$ cat src/core/srq_defines.vh
`ifndef SRQ_DEFINES_VH
`define SRQ_DEFINES_VH

// Configuration offsets
`define SRQ_OFF_MODE 8'hE0
`define SRQ_OFF_TRIG 8'hE2
`define SRQ_OFF_STAT 8'hE4
`define SRQ_DWORD_MASK 8'hFC

// Reset values
`define SRQ_MODE_RST 4'h0
`define SRQ_TRIG_RST 16'h0000
`define SRQ_STAT_RST 16'h0000

// Mode control field positions
`define SRQ_MODE_TRI 0
`define SRQ_MODE_POLL 1
`define SRQ_MODE_WLO 2
`define SRQ_MODE_WHI 3
`define SRQ_MODE_USED 4'hF

// Start width codes and lengths, minus one
`define SRQ_WCODE_4 2'h0
`define SRQ_WCODE_6 2'h1
`define SRQ_WCODE_8 2'h2
`define SRQ_WLEN_4 4'h3
`define SRQ_WLEN_6 4'h5
`define SRQ_WLEN_8 4'h7

// Stop frame lengths, minus one
`define SRQ_STOP_QUIET 4'h1
`define SRQ_STOP_CONT 4'h2

// Slot numbering
`define SRQ_LAST_SLOT 4'hF

// Stream phases
`define SRQ_ST_IDLE 4'h0
`define SRQ_ST_START 4'h1
`define SRQ_ST_SREC 4'h2
`define SRQ_ST_STA 4'h3
`define SRQ_ST_SMP 4'h4
`define SRQ_ST_DREC 4'h5
`define SRQ_ST_DTA 4'h6
`define SRQ_ST_STOP 4'h7
`define SRQ_ST_PREC 4'h8
`define SRQ_ST_PTA 4'h9

`endif

$ cat src/core/srq_ctrl.v
`timescale 1ns/100ps
`include "srq_defines.vh"

module srq_ctrl (
	input wire clock,
	input wire arst_n,
	input wire link_reset_n,
	input wire global_reset_in_n,
	input wire [7:0] cfg_addr,
	input wire [3:0] cfg_be,
	input wire cfg_wr,
	input wire cfg_rd,
	input wire [31:0] cfg_wdata,
	output reg [31:0] cfg_rdata,
	output reg cfg_rvalid,
	input wire serirq_in,
	output wire serirq_out,
	output wire serirq_oe,
	output wire [15:0] irq_line_state,
	output wire stream_busy
);

	// Combined reset: power-on, link and global
	wire rst_n;

	// Register state
	reg [3:0] mode_r;
	reg [15:0] trig_r;
	wire [15:0] stat_w;

	// Stream sequencer state
	reg [3:0] phase_r;
	reg [3:0] phase_nxt;
	reg [3:0] cnt_r;
	reg [3:0] cnt_nxt;
	reg [3:0] slot_r;
	reg [3:0] slot_nxt;
	reg busy_r;

	// Access decode
	wire hit_mode;
	wire hit_stat;
	wire [15:0] stat_clr;
	wire sample_en;

	// Mode fields
	wire quiet_poll_select;
	wire recovery_tristate_select;
	wire [1:0] start_width_code;

	// Start frame length minus one from the width code
	function [3:0] srq_start_len;
		input [1:0] code;
		begin
			if (code == `SRQ_WCODE_6) begin
				srq_start_len = `SRQ_WLEN_6;
			end else if (code == `SRQ_WCODE_8) begin
				srq_start_len = `SRQ_WLEN_8;
			end else begin
				// Reserved code falls back to the shortest frame
				srq_start_len = `SRQ_WLEN_4;
			end
		end
	endfunction

	// Byte-lane merge for configuration writes
	function [7:0] srq_lane;
		input [7:0] old_val;
		input [7:0] new_val;
		input en;
		begin
			if (en) begin
				srq_lane = new_val;
			end else begin
				srq_lane = old_val;
			end
		end
	endfunction

	// Any of the three resets clears the settings
	assign rst_n = arst_n & link_reset_n & global_reset_in_n;

	// Dword decode of the configuration offset
	assign hit_mode = (cfg_addr & `SRQ_DWORD_MASK) == `SRQ_OFF_MODE;
	assign hit_stat = (cfg_addr & `SRQ_DWORD_MASK) == `SRQ_OFF_STAT;

	assign quiet_poll_select = mode_r[`SRQ_MODE_POLL];
	assign recovery_tristate_select = mode_r[`SRQ_MODE_TRI];
	assign start_width_code = mode_r[`SRQ_MODE_WHI:`SRQ_MODE_WLO];

	// Write-one-to-clear mask for the status bits
	assign stat_clr = (cfg_wr && hit_stat) ?
		({{8{cfg_be[1]}}, {8{cfg_be[0]}}} & cfg_wdata[15:0]) :
		`SRQ_STAT_RST;

	// Mode control: only the low nibble is stored
	always @(posedge clock or negedge rst_n) begin
		if (!rst_n) begin
			mode_r <= `SRQ_MODE_RST;
		end else if (cfg_wr && hit_mode && cfg_be[0]) begin
			mode_r <= cfg_wdata[3:0] & `SRQ_MODE_USED;
		end
	end

	// Trigger select, two byte lanes in the upper half of the dword
	always @(posedge clock or negedge rst_n) begin
		if (!rst_n) begin
			trig_r <= `SRQ_TRIG_RST;
		end else if (cfg_wr && hit_mode) begin
			trig_r[15:8] <= srq_lane(trig_r[15:8], cfg_wdata[31:24], cfg_be[3]);
			trig_r[7:0] <= srq_lane(trig_r[7:0], cfg_wdata[23:16], cfg_be[2]);
		end
	end

	// Read data registered, one cycle after the read strobe
	always @(posedge clock or negedge rst_n) begin
		if (!rst_n) begin
			cfg_rdata <= 32'h00000000;
			cfg_rvalid <= 1'b0;
		end else begin
			cfg_rvalid <= cfg_rd;
			if (cfg_rd) begin
				if (hit_mode) begin
					cfg_rdata <= {trig_r, 8'h00, 4'h0, mode_r};
				end else if (hit_stat) begin
					cfg_rdata <= {16'h0000, stat_w};
				end else begin
					cfg_rdata <= 32'h00000000;
				end
			end
		end
	end

	// Stream sequencer: start, sixteen slots, stop
	always @* begin
		phase_nxt = phase_r;
		cnt_nxt = cnt_r;
		slot_nxt = slot_r;
		case (phase_r)
			`SRQ_ST_IDLE: begin
				// Quiet mode waits for a peripheral to pull the line low
				if (!quiet_poll_select || !serirq_in) begin
					phase_nxt = `SRQ_ST_START;
					cnt_nxt = srq_start_len(start_width_code);
				end
			end
			`SRQ_ST_START: begin
				if (cnt_r == 4'h0) begin
					phase_nxt = `SRQ_ST_SREC;
				end else begin
					cnt_nxt = cnt_r - 4'h1;
				end
			end
			`SRQ_ST_SREC: begin
				phase_nxt = `SRQ_ST_STA;
			end
			`SRQ_ST_STA: begin
				phase_nxt = `SRQ_ST_SMP;
				slot_nxt = 4'h0;
			end
			`SRQ_ST_SMP: begin
				phase_nxt = `SRQ_ST_DREC;
			end
			`SRQ_ST_DREC: begin
				phase_nxt = `SRQ_ST_DTA;
			end
			`SRQ_ST_DTA: begin
				if (slot_r == `SRQ_LAST_SLOT) begin
					phase_nxt = `SRQ_ST_STOP;
					// Stop length tells peripherals the next mode
					if (quiet_poll_select) begin
						cnt_nxt = `SRQ_STOP_QUIET;
					end else begin
						cnt_nxt = `SRQ_STOP_CONT;
					end
				end else begin
					phase_nxt = `SRQ_ST_SMP;
					slot_nxt = slot_r + 4'h1;
				end
			end
			`SRQ_ST_STOP: begin
				if (cnt_r == 4'h0) begin
					phase_nxt = `SRQ_ST_PREC;
				end else begin
					cnt_nxt = cnt_r - 4'h1;
				end
			end
			`SRQ_ST_PREC: begin
				phase_nxt = `SRQ_ST_PTA;
			end
			`SRQ_ST_PTA: begin
				// Continuous mode starts the next frame at once
				if (quiet_poll_select) begin
					phase_nxt = `SRQ_ST_IDLE;
				end else begin
					phase_nxt = `SRQ_ST_START;
					cnt_nxt = srq_start_len(start_width_code);
				end
			end
			default: begin
				phase_nxt = `SRQ_ST_IDLE;
			end
		endcase
	end

	// Sequencer registers
	always @(posedge clock or negedge rst_n) begin
		if (!rst_n) begin
			phase_r <= `SRQ_ST_IDLE;
			cnt_r <= 4'h0;
			slot_r <= 4'h0;
		end else begin
			phase_r <= phase_nxt;
			cnt_r <= cnt_nxt;
			slot_r <= slot_nxt;
		end
	end

	assign sample_en = (phase_r == `SRQ_ST_SMP);

	// Busy flag registered from the next phase, in step with phase_r
	always @(posedge clock or negedge rst_n) begin
		if (!rst_n) begin
			busy_r <= 1'b0;
		end else begin
			busy_r <= (phase_nxt != `SRQ_ST_IDLE);
		end
	end
	assign stream_busy = busy_r;

	// Pin driver for start, stop and recovery
	srq_pin_drive u_pin (
		.clock(clock),
		.rst_n(rst_n),
		.phase_nxt(phase_nxt),
		.recovery_tristate_select(recovery_tristate_select),
		.serirq_out(serirq_out),
		.serirq_oe(serirq_oe)
	);

	// Per-line sampling and level status
	srq_slot_capture u_cap (
		.clock(clock),
		.rst_n(rst_n),
		.sample_en(sample_en),
		.slot(slot_r),
		.line_low(~serirq_in),
		.trigger_select(trig_r),
		.clear_mask(stat_clr),
		.level_seen(stat_w),
		.line_state(irq_line_state)
	);

endmodule

$ cat src/core/srq_pin_drive.v
`timescale 1ns/100ps
`include "srq_defines.vh"

module srq_pin_drive (
	input wire clock,
	input wire rst_n,
	input wire [3:0] phase_nxt,
	input wire recovery_tristate_select,
	output reg serirq_out,
	output reg serirq_oe
);

	// Pin drive registered from the next stream phase
	always @(posedge clock or negedge rst_n) begin
		if (!rst_n) begin
			serirq_out <= 1'b1;
			serirq_oe <= 1'b0;
		end else begin
			case (phase_nxt)
				`SRQ_ST_START, `SRQ_ST_STOP: begin
					serirq_out <= 1'b0;
					serirq_oe <= 1'b1;
				end
				`SRQ_ST_SREC, `SRQ_ST_PREC: begin
					serirq_out <= 1'b1;
					serirq_oe <= ~recovery_tristate_select;
				end
				default: begin
					serirq_out <= 1'b1;
					serirq_oe <= 1'b0;
				end
			endcase
		end
	end

endmodule

$ cat src/core/srq_slot_capture.v
`timescale 1ns/100ps
`include "srq_defines.vh"

module srq_slot_capture (
	input wire clock,
	input wire rst_n,
	input wire sample_en,
	input wire [3:0] slot,
	input wire line_low,
	input wire [15:0] trigger_select,
	input wire [15:0] clear_mask,
	output wire [15:0] level_seen,
	output wire [15:0] line_state
);

	genvar i;
	generate
		for (i = 0; i < 16; i = i + 1) begin : g_line
			reg seen_r;
			reg state_r;
			wire hit;
			// Line sampled low in its own slot
			assign hit = sample_en && (slot == i) && line_low;
			// Status: set beats clear, edge lines never set
			always @(posedge clock or negedge rst_n) begin
				if (!rst_n) begin
					seen_r <= 1'b0;
				end else if (hit && trigger_select[i]) begin
					seen_r <= 1'b1;
				end else if (clear_mask[i]) begin
					seen_r <= 1'b0;
				end
			end
			// Current level of each line from the stream
			always @(posedge clock or negedge rst_n) begin
				if (!rst_n) begin
					state_r <= 1'b0;
				end else if (sample_en && (slot == i)) begin
					state_r <= line_low;
				end
			end
			assign level_seen[i] = seen_r;
			assign line_state[i] = state_r;
		end
	endgenerate

endmodule

$ cat config.mk
export PLATFORM = sky130hd
export DESIGN_NAME = srq_ctrl
export DESIGN_NICKNAME = d
export VERILOG_FILES = /design/src/core/srq_ctrl.v /design/src/core/srq_pin_drive.v /design/src/core/srq_slot_capture.v
export VERILOG_INCLUDE_DIRS = /design/src /design/src/core
export SDC_FILE = /design/constraint.sdc
export NUM_CORES = 1
export LEC_CHECK = 0
export ABC_AREA = 1
export BUFFER_PORTS_ARGS = -buffer_cell sky130_fd_sc_hd__buf_4
export CAP_MARGIN = 20
export CORE_MARGIN = 2
export CORE_UTILIZATION = 25
export DETAILED_ROUTE_END_ITERATION = 8
export SETUP_SLACK_MARGIN = 0.02
export SLEW_MARGIN = 0
export SYNTH_ARGS = -nofsm -noshare
export SYNTH_HDL_FRONTEND = slang
export SYNTH_SLANG_ARGS = --single-unit
$ cat constraint.sdc
create_clock -name clock -period 11 [get_ports clock]
set_clock_uncertainty 0.15 [all_clocks]
set_input_delay 2.2 -clock clock [delete_from_list [all_inputs] [get_ports clock]]
set_output_delay 2.2 -clock clock [all_outputs]
set_load 0.1 [all_outputs]
==> key figures, run 1 <==
Worst setup path
  • Crit path required time: 11.08 ns
  • Crit path launch type: input port
  • Critical path, cell by cell: buf_4, inv_2, nand2_1, nor2_2, nand2_1, nor2_4, nand2_1, o21ai_1, o21ai_1
  • Crit path kind: input port to flip-flop
  • CP dominant cell by count: nand2_1
  • Endpoint type of the worst setup path: flip-flop
  • R2r worst-path depth: 10
  • Slowest CP cell: nand2_1
  • CP arrival: 3.78 ns
  • CP max stage delay: 0.34 ns
  • Crit Path Max Fanout: 13

Global routing
  • Grt ovf: 0
  • Largest net degree at the start of global routing: 60
  • First-pass GRT wire length: 20.83 mm
  • GRT Util Overall: 13.49%
  • Vias in the first global route: 3754
  • Initial antenna violation count: 0

STA
  • Fmax: 0.2704 GHz
  • RSZ-0062 raised after global routing: false
  • Max_slew headroom: 51.42%
  • Final hold vios: 0
  • Final worst path period share: 33.63%
  • Worst Max-Slew Pin Slew: 0.7286 ns
  • Final setup viols: 0
  • Fin Setup TNS: 0 ns
  • Count of pins over their slew limit: 0
  • Minimum clock period: 3.699 ns

Detailed routing
  • Total detailed-routing wirelength: 12.88 mm
  • Avg WL per Cell: 14.70 µm
  • Vias: 3873
  • Post-route ant nets: 0
  • Routed vias/inst: 4.421
  • DR DRC count: 0
  • First-iteration detailed-routing DRC count: 277
  • DR pass1 iterations: 4

Placement
  • Hpwl dp: 9.515 mm
  • Gpl congestion: 0.8143
  • Placed cells: 860
  • I/O Buffers: 100

Yosys
  • EDFF count, synth: 0
  • Most common cell in the synthesized netlist: nand2_1
  • Post-Syn Area: 4753 µm²
  • Synthesis warning total: 0
  • Syn nets: 610
  • FFs w/ async S/R, synth: 100.0%
  • Synth top area share: 52.12%
  • Netlist cell types: 37
  • Syn_area_per_cell: 8.595 µm²
  • Post-Synthesis Cells: 553
  • Synth area leaders: dfrtp_1 52%, nand2_1 11%, inv_1 4.3%
  • Synth Flop Type: dfrtp_1
  • Yosys reg bits: 100
  • Synth area leader: dfrtp_1
  • Post-synthesis sequential area ratio: 52.67%
  • Synth top cells by count: 138 x nand2_1, 99 x dfrtp_1, 55 x inv_1, 44 x nor2_1, 35 x o21ai_0

Power
  • Final Total Pwr: 0.8375 mW
  • Total power per unit cell area: 140.4 nW/µm²
  • Peak VDD IR: 0.00007308 V
  • Clock share of power: 41.9%
  • Pint: 0.6158 mW
  • Sw Pwr: 0.2217 mW
  • Gate power share: 11.4%
  • Sequential power share: 46.7%
  • LEAKAGE: 3.019 nW
  • Switch share: 26.47%

Floorplanning
  • Core footprint: 18710 µm²
  • Die Y: 141.9 µm
  • IO Count: 103
  • Row count: 50
  • Die X: 141.9 µm
  • Starting Density: 25.41%
  • Die ar.: 20130 µm²

Clock tree
  • Max H-tree Level: 3
  • TritonCTS clock tree: yes
  • Root Buffer: clkbuf_16
  • Bufs on Longest Clock Path: 2
  • CTS buffer count: 9
  • Reg clk slew, reported paths: 0.07 ns
  • Hold-fix buffers, CTS: 0
  • CTS Sinks: 100
  • Post-cts sizing count: 0
  • Post-CTS setup buffer count: 0
  • Clock network latency to the later pin of the worst-skew pair: 0.35 ns

Cells and area
  • Non-Filler Instances: 876
  • Nets: 694
  • Layout cells sized above 1: 23.83%
  • Area growth syn-to-layout: 25.48%
  • Diode count: 0

Worst hold path
  • Hold-critical path depth: 2
  • Hold WC Path Type: flip-flop to flip-flop

Run
  • Max-cap viol count: 0

Status
  • Outcome: complete, no violations
-- cell usage in the layout, fill, tap and decap left out, types with 2 or more instances in the layout --
master	n
bufinv_16	2
inv_2	9
nand3_2	2
dfrtp_1	99
nand3_1	29
nor3_1	2
o21ai_1	34
clkbuf_16	9
inv_4	2
nor2_4	5
clkinv_1	3
buf_4	102
a31oi_1	4
ha_1	6
inv_6	2
nand2_1	138
nand4_1	5
nand2_4	3
a21oi_2	2
nor2_8	2
o21ai_0	35
inv_1	55
a21oi_1	8
nand3b_1	2
nor2_1	44
o31ai_1	18
nand2_2	5
-- flip-flops by register name (all words and copies together), names as in the netlist, 4 cells and up --
name,cells
cnt_r,4
u_cap.g_line.state_r,16
mode_r,4
cfg_rdata,32
slot_r,4
phase_r,4
trig_r,16
u_cap.g_line.seen_r,16
-- per-stage QoR --
step	hold slack (ns)	cell area, µm²	util, %	setup slack (ns)
6_report	0.3256	5964	31.89	7.301
3_5_place_dp	0.3130	5639	30.15	6.893
4_1_cts	0.3302	5964	31.89	7.262
5_1_grt	0.3589	5964	31.89	7.118
2_1_floorplan	0.2916	4753	-	5.431
3_3_place_gp	0.3079	5639	30.15	6.925
-- per-layer routing --
layer / track usage (%) / vias up / part of all wire [%]
met3: 3.915 / 15 / 5.8
met1: 17.81 / 1836 / 46
met5: 0 / - / 0
met2: 21.38 / 86 / 46
li1: - / 1936 / -
met4: 4.263 / 0 / 1.4
-- critical path, delay by kind of cell --
kind	cells	cell delay [ns]
compound gates	2	0.28
buf+inv	2	0.14
simple gates	5	1.17
-- layout make-up --
class                      instances  area, µm²
clock buffer                      11      242.7
clock inverter                     5      82.58
fill                            2005      12740
inverter                          69      264.0
multi-input combinational        355       1813
sequential                       100       2504
tap                              234      292.8
timing repair buffer             102      765.7
-- power groups by stage --
stage                     clock network (mW)  logic [mW]  registers [mW]
after floorplan                            0      0.0545           0.409
after global placement                     0      0.0963           0.398
after detailed placement                   0      0.0970           0.398
after CTS                              0.358      0.0972           0.391
after global routing                   0.377       0.104           0.393
final                                  0.351      0.0955           0.391
-- cell families after synthesis --
kind of cell | after synthesis | synth area share (%)
xor gates and xnor gates | 2 | 0.3686
buffers and inverters | 98 | 9.292
adders and majority gates | 6 | 1.579
DFF | 100 | 52.67
AOI/OAI and AO/OA | 105 | 12.48
and+or+nand+nor | 242 | 23.61
-- path summary, 6_finish.rpt --
kind / slack (ns) / endpoint / start
max in group asynchronous: 7.64 / cfg_rdata[21] / global_reset_in_n
min in group asynchronous: 1.89 / u_cap.g_line[8].state_r / link_reset_n
max reg2reg: 9.16 / cnt_r[3] / slot_r[0]
min: 0.33 / cnt_r[0] / cnt_r[0]
min reg2reg: 0.33 / cnt_r[0] / cnt_r[0]
max: 7.30 / u_cap.g_line[4].seen_r / cfg_addr[4]
No activity file was read; power rests on OpenSTA's default activity.
==> run 2, diff against run 1 <==
==> constraint.sdc (replaced) <==
create_clock -name clock -period 3.2 [get_ports clock]
set_clock_uncertainty 0.15 [all_clocks]
set_input_delay 0.64 -clock clock [delete_from_list [all_inputs] [get_ports clock]]
set_output_delay 0.64 -clock clock [all_outputs]
set_load 0.1 [all_outputs]
==> run 2 against run 1 <==
  * Flip-flop and latch count is the same
  * Clock power grew to 3.6 times the previous value
  * Count of clock-buffer cells in the layout shrank 2
  * Combinational power grew to 3.5 times the previous value
  * Global-route usage shrank 0.24 points
  * Sequential share of layout area shrank 0.21 points
  * Sequential power grew to 3.4 times the previous value
  * Largest power group unchanged
==> key figures, run 2 (same netlist as run 1, synthesis figures left out) <==
Power
  • LEAKAGE: 3.030 nW (+0.38%)
  • Total power per unit cell area: 487.5 nW/µm² (+250%)
  • Peak VDD IR: 0.0002122 V (+190%)

Clock tree
  • CTS buffer count: 9 (unchanged)
  • CTS Sinks: 100 (unchanged)
  • Root Buffer: clkbuf_16
  • Bufs on Longest Clock Path: 2 (unchanged)
  • Reg clk slew, reported paths: 0.07 ns (about the same)
  • Max H-tree Level: 3 (unchanged)
  • Clock network latency to the later pin of the worst-skew pair: 0.35 ns (about the same)
  • Post-CTS setup buffer count: 0 (unchanged)
  • Hold-fix buffers, CTS: 0 (unchanged)
  • TritonCTS clock tree: yes
  • Post-cts sizing count: 0 (unchanged)

Detailed routing
  • First-iteration detailed-routing DRC count: 253 (-8.7%)
  • Avg WL per Cell: 14.90 µm (+1.4%)
  • Routed vias/inst: 4.464 (+0.96%)
  • Met3 WL: 763 µm (+3.0%)
  • Met2 wire len: 6.171 mm (+3.1%)
  • Vias: 3919 (+1.2%)
  • Max Used Layer: met4
  • Post-route ant nets: 0 (unchanged)
  • Total detailed-routing wirelength: 13.08 mm (+1.6%)
  • Metal-1 WL: 6.027 mm (+1.1%)
  • DR DRC count: 0 (unchanged)
  • DR pass1 iterations: 5 (+1)

Worst setup path
  • R2r worst-path depth: 10 (unchanged)
  • Crit path required time: 3.28 ns (-7.80 ns)
  • Crit path kind: input port to flip-flop
  • Crit Path Max Fanout: 13 (unchanged)
  • Crit path launch type: input port
  • Worst R2R End: cnt_r[3]
  • Setup slack, reg-to-reg: 1.34 ns (-7.82 ns)
  • Endpoint type of the worst setup path: flip-flop
  • CP arrival: 2.21 ns (-1.57 ns)
  • R2R Path Start: slot_r[0]

Cells and area
  • Non-Filler Instances: 878 (+0.23%)
  • Commonest non-fill, non-tap cells in the layout: 138 x nand2_1, 104 x buf_4, 99 x dfrtp_1
  • Area growth syn-to-layout: 26.11%
  • Finished Cell Area: 5995 µm² (+0.50%)
  • Nets: 696 (+0.29%)
  • Most flop-heavy register: cfg_rdata
  • Most common cell after layout, fill and taps aside: nand2_1
  • Diode count: 0 (unchanged)
  • Layout cells sized above 1: 24.22% (+0.39 points)
  • Largest register FFs: 32 (unchanged)

Global routing
  • GRT Util Overall: 13.25% (-0.24 points)
  • Grt ovf: 0 (unchanged)
  • First-pass GRT wire length: 20.48 mm (-1.7%)
  • Initial antenna violation count: 0 (unchanged)
  • Vias in the first global route: 3749 (-0.13%)
  • Largest net degree at the start of global routing: 46 (-23%)

Worst hold path
  • Hold WC Path Type: input port to asynchronous set/reset pin

Floorplanning
  • Row count: 50 (unchanged)
  • Die ar.: 20130 µm² (unchanged)
  • Die X: 141.9 µm (unchanged)
  • Core footprint: 18710 µm² (unchanged)
  • Starting Density: 25.41% (unchanged)
  • Die Y: 141.9 µm (unchanged)
  • IO Count: 103 (unchanged)

Placement
  • Placed cell areas: 5654 µm² (+0.27%)
  • I/O Buffers: 100 (unchanged)
  • Placed cells: 862 (+0.23%)
  • Hpwl dp: 9.778 mm (+2.8%)
  • Gpl congestion: 0.8384 (+3.0%)

STA
  • Worst Max-Slew Pin Slew: 0.6310 ns (-0.09766 ns)
  • Worst hold slack: 0.3127 ns (-0.01288 ns)
  • Fin Setup TNS: 0 ns (unchanged)
  • Minimum clock period: 2.129 ns
  • Fmax: 0.4696 GHz
  • Final hold vios: 0 (unchanged)
  • Final setup viols: 0 (unchanged)
  • RSZ-0062 raised after global routing: false
  • Count of pins over their slew limit: 0 (unchanged)
  • Final worst path period share: 66.54%
  • Max_slew headroom: 57.94% (+6.5 points)

Run
  • Max-cap viol count: 0 (unchanged)

Status
  • Outcome: complete, no violations
-- run 2: cell types whose count changed in the layout (fill, tap and decap cells not counted) --
cell	change
clkbuf_1	-1
bufinv_16	+1
buf_4	+2
clkinv_2	+1
inv_6	-2
clkbuf_8	-1
clkinvlp_4	+2
-- run 2: metal layers --
metal | vias up | track usage (%)
li1 | 1949 | -
met1 | 1859 | 17.51
met2 | 103 | 21.41
met3 | 8 | 3.949
met4 | 0 | 3.158
met5 | - | 0
-- run 2: worst max-delay path, cell delays in order --
cell     delay [ns]
buf_4          0.11
inv_2          0.04
nand2_1        0.06
nor2_2         0.19
nand2_1        0.36
nor2_4         0.28
nand2_1        0.26
o21ai_1        0.19
o21ai_1        0.08
-- run 2: how the worst max path moves through the flow --
stage | from | endpoint | depth (start not counted)
2_1_floorplan | global_reset_in_n | cfg_rdata[0] | 1
3_3_place_gp | cfg_addr[4] | u_cap.g_line[4].seen_r | 9
3_5_place_dp | cfg_addr[4] | u_cap.g_line[4].seen_r | 9
4_1_cts | cfg_addr[4] | u_cap.g_line[4].seen_r | 9
5_1_grt | cfg_addr[4] | u_cap.g_line[2].seen_r | 9
6_report | cfg_addr[4] | u_cap.g_line[4].seen_r | 9
-- run 2: power breakdown --
group / internal, mW / total [mW] / switching [mW] / leakage (nW)
registers: 1.31 / 1.34 / 0.0322 / 1.29
clock network: 0.761 / 1.25 / 0.486 / 0.161
logic: 0.0938 / 0.331 / 0.237 / 1.58
total: 2.17 / 2.92 / 0.755 / 3.03
-- run 2: final cells by class --
type                            instances  area (µm²)
Fill cell                            1923       12710
Sequential cell                       100        2504
Multi-Input combinational cell        355        1813
Timing Repair Buffer                  104       780.7
Tap cell                              234       292.8
Inverter                               69       264.0
Clock buffer                            9       225.2
Clock inverter                          7       115.1
-- run 2: metrics by stage --
step                power, mW  util (%)  setup slack, ns
floorplan               1.593         -           0.7988
global placement        1.700     30.23           0.7181
detailed placement      1.702     30.23           0.7034
CTS                     2.942     32.05            1.061
global route            3.022     32.05           0.8504
finish                  2.922     32.05            1.071
